--- src/logic/flash_err_pkg.sv ---
package flash_err_pkg;
    // Register indices as printed; byte address is four times the index
    localparam logic [7:0] IDX_CAPTURED_ADDRESS = 8'h03;
    localparam logic [7:0] IDX_PROGRAM_DATA = 8'h04;
    localparam logic [7:0] IDX_EVENT_ENABLE = 8'h05;
    localparam logic [7:0] IDX_EVENT_SOURCE = 8'h06;
    localparam logic [7:0] IDX_EVENT_PENDING = 8'h07;
    localparam logic [9:0] ADDR_CAPTURED_ADDRESS = 10'h00C;
    localparam logic [9:0] ADDR_PROGRAM_DATA = 10'h010;
    localparam logic [9:0] ADDR_EVENT_ENABLE = 10'h014;
    localparam logic [9:0] ADDR_EVENT_SOURCE = 10'h018;
    localparam logic [9:0] ADDR_EVENT_PENDING = 10'h01C;
    localparam int EVENT_COUNT = 12;
    localparam int BIT_BUSY_WRITE = 11;
    localparam int BIT_CTRL_WRITE = 10;
    localparam int BIT_TIMER_LO = 3;
    localparam int BIT_ERASE_ACCESS = 2;
    localparam int BIT_PROGRAM_ACCESS = 1;
    localparam int BIT_OUT_OF_RANGE = 0;
    localparam int TIMER_COUNT = 7;
    localparam logic [15:0] RST_CAPTURED_ADDRESS = 16'h0000;
    localparam logic [15:0] RST_PROGRAM_DATA = 16'h0000;
    localparam logic [11:0] RST_EVENT_ENABLE = 12'h000;
    localparam logic [11:0] RST_EVENT_SOURCE = 12'h000;
    localparam logic [31:0] RD_UNMAPPED = 32'h00000000;
endpackage

--- src/logic/sticky_event_bits.sv ---
`timescale 1ns/1ps
`default_nettype none
module sticky_event_bits #(
    parameter int WIDTH = 12
) (
    input wire logic clk_sys_i,
    input wire logic rst_i,
    input wire logic ce_i,
    input wire logic [WIDTH-1:0] set_i,
    input wire logic [WIDTH-1:0] clr_i,
    output logic [WIDTH-1:0] bits_o
);
    generate
        if (WIDTH < 1) begin : g_bad_width
            $error("WIDTH must be positive");
        end
    endgenerate
    genvar g;
    generate
        for (g = 0; g < WIDTH; g++) begin : g_bit
            always_ff @(posedge clk_sys_i) begin
                if (rst_i) begin
                    bits_o[g] <= 1'b0;
                end else if (ce_i) begin
                    // Set beats a same-cycle clear so no event is lost
                    bits_o[g] <= set_i[g] | (bits_o[g] & ~clr_i[g]);
                end
            end
        end
    endgenerate
endmodule // sticky_event_bits
`default_nettype wire

--- src/logic/hold_reg.sv ---
`timescale 1ns/1ps
`default_nettype none
module hold_reg #(
    parameter int WIDTH = 16,
    parameter logic [WIDTH-1:0] RESET_VALUE = '0
) (
    input wire logic clk_sys_i,
    input wire logic rst_i,
    input wire logic ce_i,
    input wire logic load_i,
    input wire logic [WIDTH-1:0] d_i,
    output logic [WIDTH-1:0] q_o
);
    always_ff @(posedge clk_sys_i) begin
        if (rst_i) begin
            q_o <= RESET_VALUE;
        end else if (ce_i && load_i) begin
            q_o <= d_i;
        end
    end
endmodule // hold_reg
`default_nettype wire

--- src/logic/flash_iface_error_status.sv ---
// The implementer's own choice: strobed register access.
`timescale 1ns/1ps
`default_nettype none
// What this block does
// - Twelve-bit enable mask, one bit per event; one enables, upper bits reserved.
// - Source bit 11 sets on a register write while the unit is busy.
// - Source bit 10 sets on a control write during program or erase.
// - Bits 9..3 flag erase, recovery, program, setup, hold2, hold, nv setup expiry.
// - Source bit 2 sets on a flash access during erase.
// - Source bit 1 sets on a flash access during program, except an in-range write.
// - Source bit 0 sets on a flash access outside the valid range.
// - Source bits read zero after reset; one means the event occurred.
// - Sixteen-bit program data register holds last programmed value, resets zero.
// - Pending bits equal source AND enable, same bit layout.
module flash_iface_error_status #(
    parameter int ADDR_W = 16,
    parameter int DATA_W = 16,
    parameter logic [ADDR_W-1:0] FLASH_LIMIT = 16'h7FFF
) (
    input wire logic clk_sys_i,
    input wire logic rst_i,
    input wire logic ce_i,
    // Register port
    input wire logic [9:0] reg_addr_i,
    input wire logic [31:0] reg_wdata_i,
    input wire logic reg_wr_i,
    input wire logic reg_rd_i,
    output logic [31:0] reg_rdata_o,
    // Status from the flash sequencer
    input wire logic unit_busy_i,
    input wire logic program_active_i,
    input wire logic erase_active_i,
    input wire logic iface_reg_write_i,
    input wire logic control_write_i,
    input wire logic [6:0] timer_expired_i,
    // Flash array access attempt
    input wire logic flash_access_i,
    input wire logic flash_write_i,
    input wire logic pe_access_i,
    input wire logic [ADDR_W-1:0] flash_addr_i,
    input wire logic [DATA_W-1:0] flash_wdata_i,
    output logic irq_o,
    output logic [11:0] event_pending_bits_o
);
    ////////////////////////////////////////////////////////////////////////////
    // Elaboration checks: the register words are laid out for these sizes
    generate
        if (ADDR_W != 16) begin : g_bad_addr_w
            $error("ADDR_W must be 16");
        end
        if (DATA_W != 16) begin : g_bad_data_w
            $error("DATA_W must be 16");
        end
        if (flash_err_pkg::EVENT_COUNT != 12) begin : g_bad_event_count
            $error("EVENT_COUNT must be 12");
        end
        if (flash_err_pkg::TIMER_COUNT != 7) begin : g_bad_timer_count
            $error("TIMER_COUNT must be 7");
        end
        if (flash_err_pkg::BIT_TIMER_LO + flash_err_pkg::TIMER_COUNT
            != flash_err_pkg::BIT_CTRL_WRITE) begin : g_bad_timer_field
            $error("Timer field must sit just below the control write bit");
        end
        if (FLASH_LIMIT == '0) begin : g_bad_limit
            $error("FLASH_LIMIT must leave more than one valid address");
        end
    endgenerate

    localparam int N = flash_err_pkg::EVENT_COUNT;

    function automatic logic hit(input logic [9:0] a, input logic [9:0] target);
        hit = (a == target);
    endfunction

    // True when an access lands past the last valid flash word
    function automatic logic beyond_limit(input logic [ADDR_W-1:0] a);
        beyond_limit = (a > FLASH_LIMIT);
    endfunction

    // Widen a field to the bus word; reserved bits read zero
    function automatic logic [31:0] word16(input logic [15:0] v);
        word16 = {16'h0000, v};
    endfunction

    function automatic logic [31:0] word12(input logic [11:0] v);
        word12 = {20'h00000, v};
    endfunction

    logic [N-1:0] event_enable_bits_r;
    logic [N-1:0] event_source_bits;
    logic [N-1:0] event_set;
    logic [N-1:0] event_clr;
    logic [N-1:0] event_pending_nxt;
    logic [ADDR_W-1:0] captured_address_reg;
    logic [DATA_W-1:0] program_data_reg;
    logic [31:0] rdata_nxt;
    logic irq_nxt;

    ////////////////////////////////////////////////////////////////////////////
    wire sel_addr = hit(reg_addr_i, flash_err_pkg::ADDR_CAPTURED_ADDRESS);
    wire sel_data = hit(reg_addr_i, flash_err_pkg::ADDR_PROGRAM_DATA);
    wire sel_en = hit(reg_addr_i, flash_err_pkg::ADDR_EVENT_ENABLE);
    wire sel_src = hit(reg_addr_i, flash_err_pkg::ADDR_EVENT_SOURCE);
    wire sel_pend = hit(reg_addr_i, flash_err_pkg::ADDR_EVENT_PENDING);
    wire en_write = reg_wr_i && sel_en;
    wire src_write = reg_wr_i && sel_src;

    ////////////////////////////////////////////////////////////////////////////
    // Access classification
    wire out_of_range = flash_access_i && beyond_limit(flash_addr_i);
    wire in_range_access = flash_access_i && !out_of_range;
    wire capture_data = in_range_access && flash_write_i && program_active_i;

    // Named event conditions, one per source bit
    wire busy_write_hit = iface_reg_write_i && unit_busy_i;
    wire pe_in_progress = program_active_i || erase_active_i;
    wire ctrl_write_hit = control_write_i && pe_in_progress;
    wire erase_access_hit = flash_access_i && erase_active_i;
    // A legal in-range program write is the operation itself, not a fault
    wire program_access_hit = flash_access_i && program_active_i && !capture_data;
    wire range_hit = out_of_range;
    wire [flash_err_pkg::TIMER_COUNT-1:0] timer_hit;

    // One lane per timing interval; lane k lands on source bit k+3
    genvar t;
    generate
        for (t = 0; t < flash_err_pkg::TIMER_COUNT; t++) begin : g_timer
            assign timer_hit[t] = timer_expired_i[t];
        end
    endgenerate
    wire erase_time_hit = timer_hit[6];
    wire recovery_time_hit = timer_hit[5];
    wire program_time_hit = timer_hit[4];
    wire program_setup_hit = timer_hit[3];
    wire second_nv_hold_time_hit = timer_hit[2];
    wire nv_hold_time_hit = timer_hit[1];
    wire nv_setup_time_hit = timer_hit[0];

    ////////////////////////////////////////////////////////////////////////////
    // Event sources
    always_comb begin
        event_set = '0;
        event_set[flash_err_pkg::BIT_BUSY_WRITE] = busy_write_hit;
        event_set[flash_err_pkg::BIT_CTRL_WRITE] = ctrl_write_hit;
        event_set[flash_err_pkg::BIT_TIMER_LO + 6] = erase_time_hit;
        event_set[flash_err_pkg::BIT_TIMER_LO + 5] = recovery_time_hit;
        event_set[flash_err_pkg::BIT_TIMER_LO + 4] = program_time_hit;
        event_set[flash_err_pkg::BIT_TIMER_LO + 3] = program_setup_hit;
        event_set[flash_err_pkg::BIT_TIMER_LO + 2] = second_nv_hold_time_hit;
        event_set[flash_err_pkg::BIT_TIMER_LO + 1] = nv_hold_time_hit;
        event_set[flash_err_pkg::BIT_TIMER_LO] = nv_setup_time_hit;
        event_set[flash_err_pkg::BIT_ERASE_ACCESS] = erase_access_hit;
        event_set[flash_err_pkg::BIT_PROGRAM_ACCESS] = program_access_hit;
        event_set[flash_err_pkg::BIT_OUT_OF_RANGE] = range_hit;
    end

    // Write one to clear, lane by lane
    genvar c;
    generate
        for (c = 0; c < N; c++) begin : g_clear
            assign event_clr[c] = src_write && reg_wdata_i[c];
        end
    endgenerate

    // Mask does not feed the set path
    sticky_event_bits #(
        .WIDTH(N)
    ) u_source (
        .clk_sys_i(clk_sys_i),
        .rst_i(rst_i),
        .ce_i(ce_i),
        .set_i(event_set),
        .clr_i(event_clr),
        .bits_o(event_source_bits)
    );

    ////////////////////////////////////////////////////////////////////////////
    hold_reg #(
        .WIDTH(ADDR_W),
        .RESET_VALUE(flash_err_pkg::RST_CAPTURED_ADDRESS)
    ) u_captured_address (
        .clk_sys_i(clk_sys_i),
        .rst_i(rst_i),
        .ce_i(ce_i),
        .load_i(pe_access_i),
        .d_i(flash_addr_i),
        .q_o(captured_address_reg)
    );

    hold_reg #(
        .WIDTH(DATA_W),
        .RESET_VALUE(flash_err_pkg::RST_PROGRAM_DATA)
    ) u_program_data (
        .clk_sys_i(clk_sys_i),
        .rst_i(rst_i),
        .ce_i(ce_i),
        .load_i(capture_data),
        .d_i(flash_wdata_i),
        .q_o(program_data_reg)
    );

    ////////////////////////////////////////////////////////////////////////////
    // Enable bits, one flop per lane; written bits above the lanes are dropped
    genvar e;
    generate
        for (e = 0; e < N; e++) begin : g_enable
            always_ff @(posedge clk_sys_i) begin
                if (rst_i) begin
                    event_enable_bits_r[e] <= flash_err_pkg::RST_EVENT_ENABLE[e];
                end else if (ce_i && en_write) begin
                    event_enable_bits_r[e] <= reg_wdata_i[e];
                end
            end
        end
    endgenerate

    // Pending from next source and enable state so the outputs match the registers
    genvar p;
    generate
        for (p = 0; p < N; p++) begin : g_pending
            wire src_lane = event_set[p] | (event_source_bits[p] & ~event_clr[p]);
            wire en_lane = en_write ? reg_wdata_i[p] : event_enable_bits_r[p];
            // Same lane assignment as the source bits
            assign event_pending_nxt[p] = src_lane & en_lane;
        end
    endgenerate
    assign irq_nxt = |event_pending_nxt;

    ////////////////////////////////////////////////////////////////////////////
    // Each register as a bus word
    wire [31:0] word_addr = word16(captured_address_reg);
    wire [31:0] word_data = word16(program_data_reg);
    wire [31:0] word_en = word12(event_enable_bits_r);
    wire [31:0] word_src = word12(event_source_bits);
    wire [31:0] word_pend = word12(event_source_bits & event_enable_bits_r);

    always_comb begin
        rdata_nxt = flash_err_pkg::RD_UNMAPPED;
        if (sel_addr) begin
            rdata_nxt = word_addr;
        end else if (sel_data) begin
            rdata_nxt = word_data;
        end else if (sel_en) begin
            rdata_nxt = word_en;
        end else if (sel_src) begin
            rdata_nxt = word_src;
        end else if (sel_pend) begin
            rdata_nxt = word_pend;
        end
    end

    ////////////////////////////////////////////////////////////////////////////
    always_ff @(posedge clk_sys_i) begin
        if (rst_i) begin
            reg_rdata_o <= 32'h00000000;
        end else if (ce_i) begin
            // Zero outside the answer cycle so stale data never lingers
            reg_rdata_o <= reg_rd_i ? rdata_nxt : 32'h00000000;
        end
    end

    always_ff @(posedge clk_sys_i) begin
        if (rst_i) begin
            irq_o <= 1'b0;
        end else if (ce_i) begin
            irq_o <= irq_nxt;
        end
    end

    always_ff @(posedge clk_sys_i) begin
        if (rst_i) begin
            event_pending_bits_o <= 12'h000;
        end else if (ce_i) begin
            event_pending_bits_o <= event_pending_nxt;
        end
    end
endmodule // flash_iface_error_status
`default_nettype wire

--- config.mk ---
export PLATFORM = sky130hd
export DESIGN_NAME = flash_iface_error_status
export DESIGN_NICKNAME = d
export VERILOG_FILES = /design/src/logic/flash_err_pkg.sv /design/src/logic/sticky_event_bits.sv /design/src/logic/hold_reg.sv /design/src/logic/flash_iface_error_status.sv
export SDC_FILE = /design/constraint.sdc
export NUM_CORES = 1
export LEC_CHECK = 0
export BUFFER_PORTS_ARGS = -buffer_cell sky130_fd_sc_hd__buf_2
export CAP_MARGIN = 5
export CORE_UTILIZATION = 50
export DETAILED_ROUTE_END_ITERATION = 10
export PLACE_DENSITY = 0.91
export SLEW_MARGIN = 30
export SYNTH_ARGS = -nofsm -noshare
export SYNTH_HDL_FRONTEND = slang
export SYNTH_SLANG_ARGS = --single-unit
--- constraint.sdc ---
create_clock -name clk_sys_i -period 2.2 [get_ports clk_sys_i]
set_input_delay 0.33 -clock clk_sys_i [delete_from_list [all_inputs] [get_ports clk_sys_i]]
set_output_delay 0.33 -clock clk_sys_i [all_outputs]
set_load 0.02 [all_outputs]
# After elaboration in Yosys (flattened, before gate mapping)
# Cells that the tools add are included.
# word_totals
regBits	101
inputBits	94
output_inout_bits	45
word_cells	132
# op_classes
order_cmp	1
n_eq_ne	5
muxes	18
bitwise	49
n_reduce_logical	30
# ops
operator	n
10-bit by 5-bit equality test with 1-bit output (second input constant)	4
12-bit 2-to-1 mux	3
16-bit 2-to-1 mux	2
32-bit 2-to-1 mux	1
1-bit logical AND	26
1-bit AND	24
16-bit by 15-bit greater-than comparator with 1-bit output (second input constant)	1
12-bit AND	1
1-bit 2-to-1 mux	12
1-bit inverter	12
1-bit OR	12
12-bit OR reduction	1
10-bit by 4-bit equality test with 1-bit output (second input constant)	1
1-bit zero test	2
1-bit logical OR	1

# Logic depth before layout (Yosys ltp)
# Gate-level depths: netlist (run 1).
# depth
word_depth	11
ltp_mapped	8
depth_no_buf	6

# Modules after synthesis
# Synthesis (run 1) repeated with hierarchy kept, for this count alone.
# unflattened
cells_unflattened	508
hier_area_um2	4434.3
# modules_own_cells
mod	instances	cells_each	area_per_inst_um2	seq_area_each_um2
flash_iface_error_status	1	313	2448.6	820.8
hold_reg	2	72	733.2	320.3
sticky_event_bits	1	51	519.2	240.2

# Worst setup path after synthesis (run 1)
# No wires, ideal clock.
# synth_path
kind	in2reg
start	in reg_addr_i[9]
end	reg irq_o
setup_ns	0.136
t_arrival_ns	1.728
required_time_ns	2.064
path_slack_ns	0.337
cell_stages	8
path_cell_list	nor4_4 and4_1 buf_6 buf_12 mux2i_1 o22ai_1 nor4_1 a311oi_1
# synth_via
elab_chain_len	8
elab_cells_between_ends	77
cone_classes	eq/ne (2); mux (12); bitwise (48); reduce/logical (15)
# synth_rtl
item	line_no	source
from (decl)	flash_iface_error_status.sv:24	input wire logic [9:0] reg_addr_i,
10-bit by 5-bit equality test with 1-bit output	flash_iface_error_status.sv:72	hit = (a == target);
1-bit logical AND	flash_iface_error_status.sv:106	wire src_write = reg_wr_i && sel_src;
1-bit logical AND	flash_iface_error_status.sv:161	assign event_clr[c] = src_write && reg_wdata_i[c];
1-bit inverter	flash_iface_error_status.sv:221	wire src_lane = event_set[p] | (event_source_bits[p] & ~event_clr[p]);
1-bit AND	flash_iface_error_status.sv:221	
1-bit OR	flash_iface_error_status.sv:221	
1-bit AND	flash_iface_error_status.sv:224	assign event_pending_nxt[p] = src_lane & en_lane;
12-bit OR reduction *	flash_iface_error_status.sv:227	assign irq_nxt = |event_pending_nxt;
to (signal assigned)	flash_iface_error_status.sv:266	irq_o <= irq_nxt;
to (decl)	flash_iface_error_status.sv:42	output logic irq_o,
# Every way passes the cells marked *; elsewhere a longest branch is shown, timed or not.
# A chain may end at the register's enable or synchronous reset.

# Final worst setup path (run 1)
# Same ends and word-level chain as after synthesis.

==> results.md, run 1 <==
* GR Overflow Total at 0
* CTS clk-pin slew, worst paths at 80 ps
* CTS tree: built
* Net Switching at 760.0 uW
* Num rows at 31
* CTS buffer count at 9
* Pwr dens at 656.3 mW/mm2
* Vias in the first global route at 3,655
* Initial antenna violation count at 0
* Final Skew at 12.59 ps
* Tcrit/Tclk final at 84.39%
* Initial Utilization at 52.86%
* DP Wirelength at 7799 um
* Outcome: complete, no violations
* Register area share after synthesis at 43.45%
* Max Clock Freq at 538.6 MHz
* Switching Fraction at 24.66%
* Final setup margin at 343.4 ps
* GR Util met1 at 32.28%
* Setup TNS at 0 ps
* Clock period minus worst slack at 1857 ps
* Post-CTS resize count at 0
* RSZ-0062 raised after global routing: no
* First-pass GRT wire length at 17,190 um
* Final Instance Area at 0.004696 mm2
* Die ar. at 0.008190 mm2
* Buf/Inv on CP at 2
* Largest net degree at the start of global routing at 86
* Sequential power share at 51.7%
* MaxCap Viol Count at 0
* Synth top area share at 43.45%
* Synth Register Bits at 85
* Post-Synthesis Cells at 477
* Yosys cell types at 43
* Slew headroom at 59.37%
* Core area at 0.007408 mm2
* Syn Std Cell Area at 0.003916 mm2
* Root Driver: clkbuf_8
* Delay-heaviest family, CP: simple AND/OR/NAND/NOR gates
* Final GP Congestion at 0.9320
* Type of origin of the critical path: input pin
* Overall power consumption at 3.082 mW
* CTS max path bufs at 2
* ANT nets after route at 0
* Worst Path Max Fanout at 9
* # diodes at 0
* CP Class: in2reg
* Setup violations, final at 0
* Combinational power share at 9.9%
* Crit-path cells: buf_2 -> nor4_4 -> and4_1 -> buf_4 -> mux2i_1 -> a21oi_1 -> nor4_1 -> a311oi_1
* Worst path slowest cell: nor4_4
* Fraction of registers with async set/reset at 0%
* DIE HEIGHT at 90.50 um
* Per-cell routed wire length at 15.80 um
* Peak VDD IR at 0.0005593 V
* Synth area leaders: dfxtp_1 (43%), nand2_1 (8.3%), mux2i_1 (7.2%)
* CP max stage delay at 390 ps
* First-iteration detailed-routing DRC count at 330
* LEAKAGE at 2.069 nW
* Met2 GRT Util at 41.73%
* Ys flop type: dfxtp_1
* Residual DRC count at 0
* Top-level I/O count at 139
* Post-synth EDFFs at 0
* Tot GR Track Use at 26.30%
* Post-Route WL at 10,730 um
* Clock sink total at 85
* IO buf count at 102
* Final Hold Viols at 0
* Die X at 90.50 um
* Hold_buf cts at 0
* Slew @ Worst Pin at 609.4 ps
* Clock power frac at 38.4%
* P&R area growth vs syn at 19.90%
* Post-layout util at 63.38%
* Largest area contributor in the netlist: dfxtp_1
* Setup Buffers After CTS at 0
* Crit path capture type: flip-flop
* Vias/cell at 5.732
* Fin. max-slew vios at 0
* Average size of a mapped cell at 8.210 um2
* GR peak layer: met2
* Share of layout cells above drive strength 1 at 24.14%
* Vias at 3,892
* Met3 Usage GRT at 7.155%
* Total Nets Final at 670
* Critical path arrival at 2090 ps
* Int Power at 2.322 mW
* Worst Path Required at 2430 ps
* Most frequent cell after synthesis: nand2_1
* H-tree Lvls at 3
* Synth cell count leaders: nand2_1 (87), dfxtp_1 (85), nor2_1 (65)
* DRT Pass-1 Iters at 5
* Clock latency on the worst-skew pair at 370 ps
* Dpl ws at 22.22 ps
* Placed Area at 0.004491 mm2
* Synth warn at 0
* Worst Hold Class: in2reg
[area by class of cell]
class                      count  area [um2]
clock inverter                 4       73.82
inverter                      10       37.54
tap                           99       123.9
sequential                    85        1702
timing repair buffer         120       658.1
multi-input combinational    350        1969
clock buffer                  11       131.4
fill                         613        2713
[metal layers]
metal / vias to the layer above / part of all wire, %
met5: - / 0
met4: 0 / 3.5
met3: 40 / 8.4
met2: 224 / 48
met1: 1797 / 40
li1: 1831 / -
[metrics by stage]
step                      instances  hold slack, ps
after floorplan                 492           436.6
after CTS                       679           189.1
final                           679           195.5
after detailed placement        664           446.5
after global placement          664           445.8
after global routing            679           202.9
[layout by cell type, fill, tap and decap left out, types with 3 or more instances in the layout]
cell,netlist,layout
buf_2,3,102
nand2_1,87,87
dfxtp_1,85,85
nor2_1,65,65
a21oi_1,34,34
mux2i_1,28,28
a22oi_1,24,24
buf_4,16,17
conb_1,1,16
nand2b_1,14,14
o21ai_0,14,14
o221ai_1,12,12
inv_1,10,10
o22ai_1,10,10
clkbuf_8,0,9
o32ai_1,6,6
a22o_1,4,4
nand4_1,4,4
nor4_1,3,3
nor2b_1,3,3
a211oi_1,3,3
[flip-flops by register name (all words and copies together), names as in the netlist]
signal	flops
u_source.bits_o	12
u_captured_address.q_o	16
reg_rdata_o	16
u_program_data.q_o	16
irq_o	1
event_enable_bits_r	12
event_pending_bits_o	12
[worst paths after layout]
path	startpoint	end	slack (ps)	depth (start not counted)
min	flash_wdata_i[13]	u_program_data.q_o[13]	200	3
max	reg_addr_i[9]	irq_o	340	8
max reg2reg	u_source.bits_o[4]	irq_o	950	4
min reg2reg	u_captured_address.q_o[11]	u_captured_address.q_o[11]	460	2
[cell families (layout without fill, tap and decap cells)]
group | after synthesis | in the layout | share of synthesized area [%]
AND/OR/NAND/NOR | 191 | 191 | 21.98
AO/OA/AOI/OAI | 115 | 115 | 19.62
flip-flops | 85 | 85 | 43.45
buffers and inverters | 57 | 145 | 7.700
multiplexers | 28 | 28 | 7.157
other | 1 | 16 | 0.09575
[power by group through the flow]
stage          logic [mW]  registers [mW]  clock network (mW)
4_1_cts             0.303            1.59                1.19
2_1_floorplan       0.192            1.62                   0
3_3_place_gp        0.294            1.63                   0
6_report            0.306            1.59                1.18
3_5_place_dp        0.302            1.63                   0
5_1_grt             0.335            1.60                1.26
[tightest hold or removal path, stage by stage]
cell     delay, ps
buf_2           80
mux2i_1         50
nor2_1          70
Power figures use the tool's default switching activity.
==> run 2, diff against run 1 <==
--- a/config.mk
+++ b/config.mk
@@ -7,9 +7,9 @@
 export LEC_CHECK = 0
 export BUFFER_PORTS_ARGS = -buffer_cell sky130_fd_sc_hd__buf_2
 export CAP_MARGIN = 5
-export CORE_UTILIZATION = 50
+export CORE_UTILIZATION = 45
 export DETAILED_ROUTE_END_ITERATION = 10
-export PLACE_DENSITY = 0.91
+export PLACE_DENSITY = 0.87
 export SLEW_MARGIN = 30
 export SYNTH_ARGS = -nofsm -noshare
 export SYNTH_HDL_FRONTEND = slang
==> constraint.sdc (replaced) <==
create_clock -name clk_sys_i -period 1.5 [get_ports clk_sys_i]
set_input_delay 0.225 -clock clk_sys_i [delete_from_list [all_inputs] [get_ports clk_sys_i]]
set_output_delay 0.225 -clock clk_sys_i [all_outputs]
set_load 0.02 [all_outputs]
==> run 2 against run 1 <==
Against the previous run:
- routed wire length rose by 11%
- critical path depth did not move
- non-clock buffer count rose by 27
- final area rose by 8.9%
- hold slack got worse by 110 ps
- via count rose by 6.3%
- utilization fell by 1.8 points
- the flow now finishes with violations (negative setup slack)
- highest routed layer unchanged
- combinational power rose by 67%
- clock skew rose by 3.0 ps
- sequential power rose by 47%
==> results.md, run 2 (same netlist as run 1, synthesis figures left out) <==
* Clock sink total at 85
* CTS buffer count at 9
* Outcome: complete, but fails checks
* Overall power consumption at 4.723 mW
* Total Nets Final at 697
* Num rows at 33
* Worst Path Max Fanout at 6
* DIE HEIGHT at 95.29 um
* Final Skew at 15.58 ps
* Tot GR Track Use at 26.24%
* Vias in the first global route at 3,808
* Worst Hold Class: in2reg
* Peak VDD IR at 0.0004904 V
* Critical path arrival at 1890 ps
* CTS max path bufs at 2
* Buf/Inv on CP at 2
* Slew @ Worst Pin at 634.7 ps
* Failing checks: negative setup slack
* H-tree Lvls at 3
* Worst Path Required at 1730 ps
* Vias at 4,139
* R2R Setup Slk at 300 ps
* Int Power at 3.511 mW
* Slew headroom at 57.69%
* Post-Route WL at 11,930 um
* First-pass GRT wire length at 18,040 um
* Per-cell routed wire length at 16.73 um
* DP Wirelength at 8495 um
* Most common cell after layout, fill and taps aside: buf_2
* CTS tree: built
* P&R area growth vs syn at 30.54%
* Die ar. at 0.009080 mm2
* CTS clk-pin slew, worst paths at 100 ps
* Clock latency on the worst-skew pair at 370 ps
* Post-layout util at 61.60%
* Top-level I/O count at 139
* Max Clock Freq at 604.1 MHz
* Tcrit/Tclk final at 110.4%
* Sequential power share at 49.5%
* Largest net degree at the start of global routing at 33
* Net Switching at 1.213 mW
* Fin. max-slew vios at 0
* Residual DRC count at 0
* Root Driver: clkbuf_8
* CP Class: in2reg
* Pwr dens at 923.9 mW/mm2
* Hold WS at 87.70 ps
* Final GP Congestion at 0.9136
* First-iteration detailed-routing DRC count at 373
* Most frequent cells in the layout: buf_2 (98), nand2_1 (87), dfxtp_1 (85), nor2_1 (65), buf_4 (36)
* Clock period minus worst slack at 1655 ps
* RSZ-0062 raised after global routing: yes
* Combinational power share at 10.8%
* Switching Fraction at 25.68%
* MaxCap Viol Count at 0
* Critical Path Stages at 8
* GR Overflow Total at 0
* Clock power frac at 39.7%
* Worst path slowest cell: nor4b_4
* Delay-heaviest family, CP: simple AND/OR/NAND/NOR gates
* # diodes at 0
* Setup violations, final at 7
* ANT nets after route at 0
* Crit path capture: irq_o
* Initial antenna violation count at 0
* Vias/cell at 5.805
* Reg2Reg Depth at 4
* Layout Cells excl Fill at 713
* CP max stage delay at 380 ps
* Crit path capture type: flip-flop
* Hold_buf cts at 0
* Reg2reg end: irq_o
* Type of origin of the critical path: input pin
* Initial Utilization at 47.19%
* R2R Path Start: event_enable_bits_r[11]
* Share of layout cells above drive strength 1 at 30.26%
* IO buf count at 102
* Crit-path cells: buf_6 -> nor4b_4 -> and4_4 -> buf_12 -> mux2i_2 -> a21oi_2 -> nor4_2 -> a311oi_1
* Worst Setup SP: reg_addr_i[7]
* Core area at 0.008299 mm2
* Biggest regs: reg_rdata_o: 16 flops, u_captured_address.q_o: 16 flops, u_program_data.q_o: 16 flops
* DRT Pass-1 Iters at 5
* Die X at 95.29 um
* Final Hold Viols at 0
* Final setup margin at -155.3 ps
* LEAKAGE at 2.270 nW
* Placed Instances at 691
[run 2: per-layer routing]
layer	track usage, %	vias up	wire, um
met5	0	-	0
met4	13.51	0	481
met3	6.380	61	1063
met2	43.81	265	5811
met1	31.11	1926	4570
li1	-	1887	-
[run 2: what timing repair did]
item,in CTS,in global routing
setup endpoints to repair,7,20
gates cloned,0,1
pin swaps,2,11
setup buffers,2,3
resized for setup,2,23
[run 2: area by class of cell]
type / instances / area, um2
multi-input cells: 350 / 2046
clock inverters: 6 / 93.84
fillers: 676 / 3187
clock buffers: 10 / 137.6
repair buffers: 147 / 964.7
inverters: 10 / 37.54
flip-flops and latches: 85 / 1702
well taps: 105 / 131.4
[run 2: worst min path at each step]
stage | start | endpoint | slack (ps) | cells after the start
after floorplan | flash_addr_i[0] | u_captured_address.q_o[0] | 360 | 2
after global placement | u_captured_address.q_o[8] | u_captured_address.q_o[8] | 450 | 2
after detailed placement | u_captured_address.q_o[3] | u_captured_address.q_o[3] | 450 | 2
after CTS | flash_addr_i[12] | u_captured_address.q_o[12] | 80 | 3
after global routing | flash_addr_i[9] | u_captured_address.q_o[9] | 90 | 3
final | flash_wdata_i[0] | u_program_data.q_o[0] | 90 | 3
[run 2: stage by stage]
step	setup WS, ps	TNS, ps	cell area (um2)
2_1_floorplan	-253.3	-2307	3994
3_3_place_gp	-440.4	-10690	4713
6_report	-155.3	-346.3	5112
4_1_cts	-83.38	-83.38	4966
3_5_place_dp	-565.6	-13370	4713
5_1_grt	-215.5	-912.5	5112
[run 2: power groups by stage]
| stage | Combinational (mW) | Sequential (mW) | Clock (mW) |
|---|---|---|---|
| finish | 0.510 | 2.34 | 1.87 |
| global route | 0.550 | 2.34 | 1.98 |
| CTS | 0.484 | 2.34 | 1.89 |
| detailed placement | 0.479 | 2.39 | 0 |
| global placement | 0.464 | 2.39 | 0 |
| floorplan | 0.282 | 2.38 | 0 |
[run 2: worst reg2reg max path, delay by kind of cell (launching register included)]
family	cells	cell delay [ps]
AO/OA/AOI/OAI	3	670
flip-flops	1	360
AND/OR/NAND/NOR	1	80
